--- src/vacr_defs.svh ---
/*
 * Offsets, field positions, reset values and limits of the acquisition register bank.
 * Assumes inclusion by bare name from the bank's design file.
 */
`ifndef VACR_DEFS_SVH
`define VACR_DEFS_SVH

// ****************************************
// Register offsets
// ****************************************
`define VACR_OFF_CTRL 16'h1000
`define VACR_OFF_RELOC_HI 16'h1004
`define VACR_OFF_RELOC_LO 16'h1006
`define VACR_OFF_RELOC_SEL 16'h1008
`define VACR_OFF_IRQ_LVL 16'h100A
`define VACR_OFF_IRQ_VEC 16'h100C
`define VACR_OFF_SLOT 16'h100E
`define VACR_OFF_GRP_BASE 16'h1010
`define VACR_OFF_GRP_CTRL 16'h1012
`define VACR_OFF_MOD_RST 16'h1014
`define VACR_OFF_SCLR 16'h1016
`define VACR_OFF_SEVR 16'h1018
`define VACR_OFF_STRG 16'h101A
`define VACR_OFF_EVCNT 16'h101C
`define VACR_OFF_EVST 16'h1020
`define VACR_OFF_THR 16'h1022
`define VACR_OFF_BLKEV 16'h1024
`define VACR_OFF_FWREV 16'h1026
`define VACR_OFF_TESTW 16'h1028

// ****************************************
// Field positions, reset values and threshold limits
// ****************************************
`define VACR_CTRL_TEST_BIT 0
`define VACR_IRQ_LVL_RST 3'h0
`define VACR_IRQ_VEC_RST 8'hDD
`define VACR_SLOT_RST 5'h1F
`define VACR_GRP_BASE_RST 8'hAA
`define VACR_GRP_CTRL_RST 2'h0
`define VACR_THR_RST 16'h0040
`define VACR_THR_MIN 16'h0001
`define VACR_THR_MAX 16'h7FDF
`define VACR_BLKEV_RST 8'h00

`endif

--- src/vacr_pkg.sv ---
/*
 * Types shared by the acquisition register bank.
 * Assumes nothing beyond a SystemVerilog compiler.
 */
package vacr_pkg;

    // Bus slave cycle state
    typedef enum logic [0:0] {
        VACR_IDLE,
        VACR_HOLD
    } vacr_state_t;

endpackage

--- src/vacr_regs.sv ---
/*
 * VME-side control and status register bank of a multi-channel TDC acquisition board.
 * Assumes the VME pins arrive unsynchronised, the master holds address and data stable
 * while its strobes are low, and trigger, buffer and converter signals are on clk_sys_in.
 */
`timescale 1ns/1ns
`include "vacr_defs.svh"

module vacr_regs #(
    parameter logic [7:0] FW_REV = 8'h00  // Arbitrary value
) (
    input wire logic clk_sys_in,          // System clock 100 MHz
    input wire logic nrst_in,             // Async reset, active low
    input wire logic vme_as_n_in,         // Address strobe, low active
    input wire logic vme_ds_n_in,         // Data strobe, low active
    input wire logic vme_write_n_in,      // Low for write
    input wire logic vme_iack_n_in,       // Interrupt acknowledge, low active
    input wire logic [31:0] vme_addr_in,  // Address lines
    input wire logic [31:0] vme_data_in,  // Data lines in
    input wire logic [15:0] rotary_sw_in, // Base address switches
    output logic [31:0] vme_data_out,     // Data lines out
    output logic vme_data_oe_out,         // Data drive enable
    output logic vme_dtack_oe_out,        // Pull acknowledge low
    output logic [2:0] irq_level_out,     // Requested level, 0 idle
    input wire logic hw_trigger_in,       // Hardware trigger pulse
    input wire logic trig_match_in,       // Trigger matching mode
    input wire logic [15:0] buf_words_in, // Buffer word count
    input wire logic [15:0] ev_stored_in, // Events in buffer
    input wire logic [31:0] tdc_data_in,  // Converter data word
    input wire logic tdc_valid_in,        // Converter data valid
    output logic [31:0] buf_data_out,     // Buffer write data
    output logic buf_valid_out,           // Buffer write pulse
    output logic almost_full_out,         // Threshold reached
    output logic [4:0] slot_addr_out,     // Slot for header/trailer
    output logic [7:0] events_per_block_out, // Block event count
    output logic [1:0] grp_ctrl_out,      // Group transfer settings
    output logic module_reset_out,        // One-shot board reset
    output logic soft_clear_out,          // Clear converters, buffer
    output logic event_reset_out,         // Converter event reset
    output logic trigger_out              // Trigger to converters
);

    // ****************************************
    // Pin synchronisers
    // ****************************************
    logic [3:0] ctl_m_r;
    logic [3:0] ctl_s_r;
    logic [31:0] addr_m_r;
    logic [31:0] addr_s_r;
    logic [31:0] din_m_r;
    logic [31:0] din_s_r;
    logic [15:0] sw_m_r;
    logic [15:0] sw_s_r;

    always_ff @(posedge clk_sys_in or negedge nrst_in) begin
        if (!nrst_in) begin
            ctl_m_r <= 4'hF;
            ctl_s_r <= 4'hF;
            addr_m_r <= 32'h0;
            addr_s_r <= 32'h0;
            din_m_r <= 32'h0;
            din_s_r <= 32'h0;
            sw_m_r <= 16'h0;
            sw_s_r <= 16'h0;
        end else begin
            ctl_m_r <= {vme_as_n_in, vme_ds_n_in, vme_write_n_in, vme_iack_n_in};
            ctl_s_r <= ctl_m_r;
            addr_m_r <= vme_addr_in;
            addr_s_r <= addr_m_r;
            din_m_r <= vme_data_in;
            din_s_r <= din_m_r;
            sw_m_r <= rotary_sw_in;
            sw_s_r <= sw_m_r;
        end
    end

    // ****************************************
    // Registers and decode
    // ****************************************
    vacr_pkg::vacr_state_t state_r;
    logic [7:0] reloc_hi_r;
    logic [7:0] reloc_lo_r;
    logic reloc_sel_r;
    logic [2:0] irq_lvl_r;
    logic [7:0] irq_vec_r;
    logic [4:0] slot_r;
    logic [7:0] grp_base_r;
    logic [1:0] grp_ctrl_r;
    logic [15:0] thr_r;
    logic [7:0] blkev_r;
    logic test_mode_r;
    logic [31:0] test_word_r;
    logic [31:0] ev_cnt_r;
    logic [31:0] rd_data;
    logic rd_hit;

    wire as_s = ~ctl_s_r[3];
    wire ds_s = ~ctl_s_r[2];
    wire wr_s = ~ctl_s_r[1];
    wire iack_s = ~ctl_s_r[0];
    wire [15:0] off = addr_s_r[15:0];
    wire start = (state_r == vacr_pkg::VACR_IDLE) && as_s && ds_s;
    // Old switch base no longer answers once relocation is on; slot is untouched
    wire own_hit = reloc_sel_r ? (addr_s_r[31:16] == {reloc_hi_r, reloc_lo_r})
                               : (addr_s_r[31:16] == sw_s_r);
    wire grp_hit = addr_s_r[31:24] == grp_base_r;
    wire acc = start && !iack_s && own_hit;
    wire wr_acc = acc && wr_s;
    wire grp_wr = start && !iack_s && wr_s && grp_hit && !own_hit;
    // Acknowledge answered only when our level is the one being served
    wire iack_hit = start && iack_s && (irq_lvl_r != 3'h0) && (addr_s_r[3:1] == irq_lvl_r);
    wire soft_rst = module_reset_out;

    function automatic logic wr_at(input logic [15:0] o, input logic [15:0] target);
        wr_at = wr_acc && (o == target);
    endfunction

    wire test_push = wr_at(off, `VACR_OFF_TESTW) && test_mode_r;
    wire cnt_clr = soft_rst || soft_clear_out;

    always_comb begin
        rd_data = 32'h0;
        rd_hit = 1'b1;
        unique case (off)
            `VACR_OFF_CTRL: rd_data[`VACR_CTRL_TEST_BIT] = test_mode_r;
            `VACR_OFF_RELOC_HI: rd_data[7:0] = reloc_hi_r;
            `VACR_OFF_RELOC_LO: rd_data[7:0] = reloc_lo_r;
            `VACR_OFF_IRQ_LVL: rd_data[2:0] = irq_lvl_r;
            `VACR_OFF_IRQ_VEC: rd_data[7:0] = irq_vec_r;
            `VACR_OFF_SLOT: rd_data[4:0] = slot_r;
            `VACR_OFF_GRP_BASE: rd_data[7:0] = grp_base_r;
            `VACR_OFF_GRP_CTRL: rd_data[1:0] = grp_ctrl_r;
            `VACR_OFF_EVCNT: rd_data = ev_cnt_r;
            `VACR_OFF_EVST: rd_data[15:0] = ev_stored_in;
            `VACR_OFF_THR: rd_data[15:0] = thr_r;
            `VACR_OFF_BLKEV: rd_data[7:0] = blkev_r;
            `VACR_OFF_FWREV: rd_data[7:0] = FW_REV;
            `VACR_OFF_TESTW: rd_data = test_word_r;
            // Relocation select and strobe locations answer a read with zero data
            `VACR_OFF_RELOC_SEL, `VACR_OFF_MOD_RST, `VACR_OFF_SCLR,
            `VACR_OFF_SEVR, `VACR_OFF_STRG: rd_data = 32'h0;
            default: rd_hit = 1'b0;
        endcase
    end

    // ****************************************
    // Bus slave cycle
    // ****************************************
    always_ff @(posedge clk_sys_in or negedge nrst_in) begin
        if (!nrst_in) begin
            state_r <= vacr_pkg::VACR_IDLE;
            vme_data_out <= 32'h0;
            vme_data_oe_out <= 1'b0;
            vme_dtack_oe_out <= 1'b0;
        end else begin
            unique case (state_r)
                vacr_pkg::VACR_IDLE: begin
                    if (start) begin
                        state_r <= vacr_pkg::VACR_HOLD;
                        if (iack_hit) begin
                            vme_data_out <= {24'h0, irq_vec_r};
                            vme_data_oe_out <= 1'b1;
                            vme_dtack_oe_out <= 1'b1;
                        end else if (acc && rd_hit) begin
                            vme_data_out <= wr_s ? 32'h0 : rd_data;
                            vme_data_oe_out <= !wr_s;
                            vme_dtack_oe_out <= 1'b1;
                        end else if (grp_wr) begin
                            vme_dtack_oe_out <= 1'b1;
                        end
                    end
                end
                vacr_pkg::VACR_HOLD: begin
                    if (!ds_s) begin
                        state_r <= vacr_pkg::VACR_IDLE;
                        vme_data_oe_out <= 1'b0;
                        vme_dtack_oe_out <= 1'b0;
                    end
                end
            endcase
        end
    end

    // ****************************************
    // Address and interrupt setup
    // ****************************************
    always_ff @(posedge clk_sys_in or negedge nrst_in) begin
        if (!nrst_in) begin
            reloc_hi_r <= 8'h0;
            reloc_lo_r <= 8'h0;
            reloc_sel_r <= 1'b0;
            irq_lvl_r <= `VACR_IRQ_LVL_RST;
            irq_vec_r <= `VACR_IRQ_VEC_RST;
            slot_r <= `VACR_SLOT_RST;
            grp_base_r <= `VACR_GRP_BASE_RST;
            grp_ctrl_r <= `VACR_GRP_CTRL_RST;
        end else if (soft_rst) begin
            reloc_sel_r <= 1'b0;
            irq_lvl_r <= `VACR_IRQ_LVL_RST;
            irq_vec_r <= `VACR_IRQ_VEC_RST;
            slot_r <= `VACR_SLOT_RST;
            grp_ctrl_r <= `VACR_GRP_CTRL_RST;
        end else begin
            if (wr_at(off, `VACR_OFF_RELOC_HI))
                reloc_hi_r <= din_s_r[7:0];
            if (wr_at(off, `VACR_OFF_RELOC_LO))
                reloc_lo_r <= din_s_r[7:0];
            if (wr_at(off, `VACR_OFF_RELOC_SEL))
                reloc_sel_r <= din_s_r[0];
            if (wr_at(off, `VACR_OFF_IRQ_LVL))
                irq_lvl_r <= din_s_r[2:0];
            if (wr_at(off, `VACR_OFF_IRQ_VEC))
                irq_vec_r <= din_s_r[7:0];
            if (wr_at(off, `VACR_OFF_SLOT))
                slot_r <= din_s_r[4:0];
            if (wr_at(off, `VACR_OFF_GRP_BASE))
                grp_base_r <= din_s_r[7:0];
            if (wr_at(off, `VACR_OFF_GRP_CTRL))
                grp_ctrl_r <= din_s_r[1:0];
        end
    end

    // ****************************************
    // Readout setup, threshold and block count group writable
    // ****************************************
    wire thr_wr = wr_at(off, `VACR_OFF_THR) || (grp_wr && off == `VACR_OFF_THR);
    wire blk_wr = wr_at(off, `VACR_OFF_BLKEV) || (grp_wr && off == `VACR_OFF_BLKEV);

    always_ff @(posedge clk_sys_in or negedge nrst_in) begin
        if (!nrst_in) begin
            thr_r <= `VACR_THR_RST;
            blkev_r <= `VACR_BLKEV_RST;
            test_mode_r <= 1'b0;
            test_word_r <= 32'h0;
        end else if (soft_rst) begin
            thr_r <= `VACR_THR_RST;
            blkev_r <= `VACR_BLKEV_RST;
            test_mode_r <= 1'b0;
        end else begin
            // Out-of-range thresholds are clamped, so the flag can never be stuck
            if (thr_wr) begin
                if (din_s_r[15:0] < `VACR_THR_MIN)
                    thr_r <= `VACR_THR_MIN;
                else if (din_s_r[15:0] > `VACR_THR_MAX)
                    thr_r <= `VACR_THR_MAX;
                else
                    thr_r <= din_s_r[15:0];
            end
            if (blk_wr)
                blkev_r <= din_s_r[7:0];
            if (wr_at(off, `VACR_OFF_CTRL))
                test_mode_r <= din_s_r[`VACR_CTRL_TEST_BIT];
            if (wr_at(off, `VACR_OFF_TESTW))
                test_word_r <= din_s_r;
        end
    end

    // ****************************************
    // Command strobes and trigger counter
    // ****************************************
    always_ff @(posedge clk_sys_in or negedge nrst_in) begin
        if (!nrst_in) begin
            module_reset_out <= 1'b0;
            soft_clear_out <= 1'b0;
            event_reset_out <= 1'b0;
            trigger_out <= 1'b0;
        end else begin
            module_reset_out <= acc && (off == `VACR_OFF_MOD_RST);
            soft_clear_out <= wr_at(off, `VACR_OFF_SCLR);
            event_reset_out <= wr_at(off, `VACR_OFF_SEVR);
            trigger_out <= hw_trigger_in || wr_at(off, `VACR_OFF_STRG);
        end
    end

    // A trigger in the clearing cycle is kept, the count restarts at one
    always_ff @(posedge clk_sys_in or negedge nrst_in) begin
        if (!nrst_in)
            ev_cnt_r <= 32'h0;
        else if (cnt_clr)
            ev_cnt_r <= {31'h0, trigger_out && trig_match_in};
        else if (trigger_out && trig_match_in)
            ev_cnt_r <= ev_cnt_r + 32'h1;
    end

    // ****************************************
    // Buffer feed and status outputs
    // ****************************************
    always_ff @(posedge clk_sys_in or negedge nrst_in) begin
        if (!nrst_in) begin
            buf_data_out <= 32'h0;
            buf_valid_out <= 1'b0;
            almost_full_out <= 1'b0;
            irq_level_out <= 3'h0;
            slot_addr_out <= `VACR_SLOT_RST;
            events_per_block_out <= `VACR_BLKEV_RST;
            grp_ctrl_out <= `VACR_GRP_CTRL_RST;
        end else begin
            if (test_mode_r) begin
                buf_valid_out <= test_push;
                buf_data_out <= din_s_r;
            end else begin
                buf_valid_out <= tdc_valid_in;
                buf_data_out <= tdc_data_in;
            end
            almost_full_out <= buf_words_in >= thr_r;
            irq_level_out <= (buf_words_in >= thr_r) ? irq_lvl_r : 3'h0;
            slot_addr_out <= slot_r;
            events_per_block_out <= blkev_r;
            grp_ctrl_out <= grp_ctrl_r;
        end
    end

    // ****************************************
    // Checks
    // ****************************************
    property p_vector_on_iack;
        @(posedge clk_sys_in) disable iff (!nrst_in)
        $rose(vme_dtack_oe_out) && iack_s |-> vme_data_out == {24'h0, irq_vec_r};
    endproperty
    a_vector_on_iack: assert property (p_vector_on_iack) else $error("Wrong vector on acknowledge");

    property p_reloc_decode;
        @(posedge clk_sys_in) disable iff (!nrst_in)
        $rose(vme_dtack_oe_out) && !iack_s && $past(reloc_sel_r) && !$past(grp_wr)
            |-> addr_s_r[31:16] == {$past(reloc_hi_r), $past(reloc_lo_r)};
    endproperty
    a_reloc_decode: assert property (p_reloc_decode) else $error("Answered off relocated base");

    property p_irq_gated;
        @(posedge clk_sys_in) disable iff (!nrst_in)
        irq_level_out != 3'h0 |-> almost_full_out && irq_level_out == $past(irq_lvl_r);
    endproperty
    a_irq_gated: assert property (p_irq_gated) else $error("Request without almost full");

    property p_thr_range;
        @(posedge clk_sys_in) disable iff (!nrst_in)
        thr_r >= `VACR_THR_MIN && thr_r <= `VACR_THR_MAX;
    endproperty
    a_thr_range: assert property (p_thr_range) else $error("Threshold out of range");

    property p_count_mode;
        @(posedge clk_sys_in) disable iff (!nrst_in)
        !trig_match_in && !cnt_clr |=> $stable(ev_cnt_r);
    endproperty
    a_count_mode: assert property (p_count_mode) else $error("Counter moved outside matching");

    property p_clear_counter;
        @(posedge clk_sys_in) disable iff (!nrst_in)
        soft_clear_out |=> ev_cnt_r <= 32'h1;
    endproperty
    a_clear_counter: assert property (p_clear_counter) else $error("Clear left counter");

    property p_test_block;
        @(posedge clk_sys_in) disable iff (!nrst_in)
        buf_valid_out && $past(test_mode_r) |-> $past(test_push) && buf_data_out == $past(din_s_r);
    endproperty
    a_test_block: assert property (p_test_block) else $error("Buffer fed outside test word");

    property p_reset_one_shot;
        @(posedge clk_sys_in) disable iff (!nrst_in)
        module_reset_out |=> !module_reset_out ##1 thr_r == `VACR_THR_RST;
    endproperty
    a_reset_one_shot: assert property (p_reset_one_shot) else $error("Module reset not one shot");

    property p_soft_trigger;
        @(posedge clk_sys_in) disable iff (!nrst_in)
        wr_acc && off == `VACR_OFF_STRG |=> trigger_out;
    endproperty
    a_soft_trigger: assert property (p_soft_trigger) else $error("Soft trigger lost");

    property p_dtack_release;
        @(posedge clk_sys_in) disable iff (!nrst_in)
        state_r == vacr_pkg::VACR_HOLD && !ds_s |=> !vme_dtack_oe_out && !vme_data_oe_out;
    endproperty
    a_dtack_release: assert property (p_dtack_release) else $error("Acknowledge held after strobe");

endmodule

--- config.mk ---
export PLATFORM = sky130hd
export DESIGN_NAME = vacr_regs
export DESIGN_NICKNAME = d
export VERILOG_FILES = /design/src/vacr_pkg.sv /design/src/vacr_regs.sv
export VERILOG_INCLUDE_DIRS = /design/src
export SDC_FILE = /design/constraint.sdc
export NUM_CORES = 1
export LEC_CHECK = 0
export BUFFER_PORTS_ARGS = -buffer_cell sky130_fd_sc_hd__buf_2
export CAP_MARGIN = 30
export CORE_UTILIZATION = 27
export CTS_CLUSTER_SIZE = 10
export DETAILED_ROUTE_END_ITERATION = 10
export PLACE_DENSITY = 0.47
export SLEW_MARGIN = 25
export SYNTH_ARGS = -nofsm -noshare
export SYNTH_HDL_FRONTEND = slang
export SYNTH_SLANG_ARGS = --single-unit
export TNS_END_PERCENT = 30
--- constraint.sdc ---
create_clock -name clk_sys_in -period 3.4 [get_ports clk_sys_in]
set_input_delay 0.51 -clock clk_sys_in [delete_from_list [all_inputs] [get_ports clk_sys_in]]
set_output_delay 0.51 -clock clk_sys_in [all_outputs]
set_load 0.005 [all_outputs]
==> results.py <==
metrics = {
    "status": {
        "status": "finished clean",
    },
    "floorplan": {
        "start_util": 0.276,
        "top_level_ports": 243,
        "die_h_um": 240,
        "std_cell_rows": 86,
        "die_area_um2": 57600,
        "core_area_um2": 55500,
        "fp.dieW_um": 240,
    },
    "yosys": {
        "ys_async_sr_fraction": 1.00,
        "yosys_warnings": 0,
        "ys.flop_type": "dfrtp_1",
        "synthesis.area_um2": 15300,
        "yosysTopAreaCell": "dfrtp_1",
        "synthCells": 1178,
        "ys_ff_latch": 391,
        "synth_edf_count": 0,
        "syn_nets": 1348,
        "post_synth_num_cell_types": 65,
        "postSynthAreaPerCell_um2": 13.0,
        "synth_top_area_share": 0.592,
        "yosys-top-cells-area": "dfrtp_1 (59%), mux2_2 (7.9%), dfstp_2 (5.0%)",
        "yosysSeqAreaShare": 0.642,
    },
    "critical_path": {
        "start_kind": "register",
        "critical_path_arrival_ns": 3.48,
        "worst-setup-path-type": "reg -> reg",
        "critPathRequiredTime_ns": 3.91,
        "cp-end-kind": "register",
        "path_max_fanout": 8,
    },
    "cts": {
        "cts_buffer_depth": 3,
        "cts_root_buffer": "clkbuf_16",
        "clkSlewWorstSetupHoldPaths_ns": 0.06,
        "clk_latency_ns": 0.63,
        "cts_inserted_buffers": 48,
        "cts.sinks": 391,
        "cts_resized": 0,
        "cts-htree-levels": 2,
        "cts_tree": "yes",
    },
    "global_routing": {
        "grt_max_degree": 86,
        "grt_overflow": 0,
        "grt_pass1_vias": 10900,
        "grt_usage": 0.156,
        "antenna_found_initial": 9,
        "grt_pass1_wl_um": 67700,
    },
    "finish": {
        "fin_cells": 2299,
        "n_antenna_cell": 0,
        "regArea_um2": 9820,
        "drive_gt1_frac": 0.326,
        "multi_input_area_um2": 5110,
        "nNetsFinal": 1688,
        "final_cell_mix": "dfrtp_1 (361), buf_2 (241), mux2_2 (107)",
        "syn2layout_area_growth_pct": 29.2,
        "fillCellCount": 5620,
        "layout_commonest_cell": "dfrtp_1",
    },
    "detailed_routing": {
        "post_drt_via_cell_ratio": 4.62,
        "wl_per_cell_um": 19.2,
        "postRouteAntennaNets": 0,
        "num_vias": 10600,
        "wirelength_um": 44100,
        "first_iter_violations": 670,
        "first_pass_iters": 5,
        "drc": 0,
    },
    "worst_hold_path": {
        "hp-class": "in -> reg",
    },
    "power": {
        "power_density_nw_per_um2": 528,
        "p_sw_mw": 2.45,
        "seqPwrFrac": 0.477,
        "cellLeakagePower_nw": 8.91,
        "intPower_mw": 7.99,
        "vdd.ir_drop.worst_uv": 378,
        "pwr-share-clk": 0.474,
        "comb_power_share": 0.049,
        "switching_share": 0.235,
    },
    "sta": {
        "setup-tns-final_ns": 0,
        "worstMarginPinSlew_ns": 0.793,
        "drv_slew": 0,
        "grt_setup_unrepaired": "no",
        "max_freq_mhz": 337,
        "slew_headroom": 0.467,
        "finalHoldViolations": 0,
        "period_share": 0.874,
        "fin_worst_skew_ns": 0.0614,
        "setup_viol": 0,
        "fin_crit_ns": 2.97,
    },
    "placement": {
        "io_buffers": 242,
        "hpwl_um": 31300,
        "routabilityCongestion": 0.840,
        "dp_cells": 2151,
    },
    "job": {
        "drv_cap": 0,
    },
}
cell usage after synthesis, types with 8 or more instances:
master,n
a222oi_1,11
xnor2_1,29
a221o_1,8
buf_2,13
xor2_1,19
a22oi_1,30
nand4_1,15
a21oi_1,37
nor2b_1,13
clkbuf_1,32
o31ai_1,11
mux2_2,107
a21o_1,9
nor2_1,77
nand2_1,76
inv_1,28
o21ai_0,21
mux2i_1,29
and3_1,8
nor3_1,27
or3_1,16
ha_1,17
nor4_1,16
dfrtp_1,362
dfstp_2,29
nand3_1,31
metrics by stage:
stage	instance area [µm²]	util	power, mW	worst slack, ns	hold WS, ns
floorplan	15300	-	5.17	0.737	0.214
global placement	17600	0.317	5.51	0.394	0.332
detailed placement	17600	0.317	5.52	0.392	0.335
CTS	19800	0.356	10.6	0.451	0.0000671
global route	19800	0.356	10.9	0.195	0.00154
finish	19800	0.356	10.4	0.429	0.0333
critical path: stages (launching register included):
cell and delay (ns):
dfrtp_1 0.38, or4b_2 0.82, nor2_1 0.35, nand4b_1 0.22, a211o_1 0.36, buf_4 0.18
nor2b_1 0.25, a221o_1 0.34
area by class of cell:
type / count / share of cell area
clock buffer: 75 / 0.0669
clock inverter: 8 / 0.00981
inverter: 28 / 0.00531
multi-input combinational: 699 / 0.259
sequential: 391 / 0.497
tap: 748 / 0.0473
timing repair buffer: 350 / 0.115
registers in the layout, summed over array words and instances (netlist names), 4 cells and up:
signal / cells
addr_m_r: 32
addr_s_r: 32
buf_data_out: 32
din_m_r: 32
din_s_r: 32
ev_cnt_r: 32
test_word_r: 32
vme_data_out: 32
sw_m_r: 16
sw_s_r: 16
thr_r: 16
blkev_r: 8
events_per_block_out: 8
grp_base_r: 8
irq_vec_r: 8
reloc_hi_r: 8
reloc_lo_r: 8
slot_addr_out: 5
slot_r: 5
ctl_m_r: 4
ctl_s_r: 4
worst paths after layout:
kind                                  from               to  slack [ns]  depth (start not counted)
max                           addr_s_r[13]  vme_data_out[1]        0.43                          7
max in group asynchronous          nrst_in       ctl_m_r[2]        1.95                          3
min                        vme_addr_in[15]     addr_m_r[15]        0.03                          1
max reg2reg                   addr_s_r[13]  vme_data_out[1]        0.43                          7
min reg2reg                     ctl_m_r[2]       ctl_s_r[2]        0.30                          0
min in group asynchronous          nrst_in        sw_m_r[4]        0.49                          2
kinds of logic (layout without fill, tap and decap cells):
family,count (synthesis),in the layout,share of synthesized area
multiplexers,142,142,0.102
flip-flops,391,391,0.642
buffers and inverters,88,461,0.0252
AO/OA/AOI/OAI,170,170,0.0807
AND/OR/NAND/NOR,322,322,0.109
adder cells (fa/ha/maj),17,17,0.0139
XOR/XNOR,48,48,0.0275
what timing repair did:
item / 4_1_cts / 5_1_grt
hold endpoints to repair: 127 / 0
setup buffers: 0 / 0
hold buffers: 65 / 0
routing by layer:
layer	routed length, µm	track usage	up-vias
met5	107	0	-
met4	1290	0.0496	18
met3	2490	0.0392	93
met2	20000	0.239	308
met1	20200	0.216	5308
li1	-	-	4896
power by group through the flow:
| stage | Sequential [mW] | Clock (mW) | Combinational (mW) |
|---|---|---|---|
| floorplan | 4.98 | 0 | 0.187 |
| finish | 4.98 | 4.95 | 0.507 |
| CTS | 4.98 | 5.11 | 0.521 |
| detailed placement | 5.06 | 0 | 0.460 |
| global placement | 5.06 | 0 | 0.451 |
| global route | 5.00 | 5.30 | 0.574 |
No activity file was read; power rests on OpenSTA's default activity.
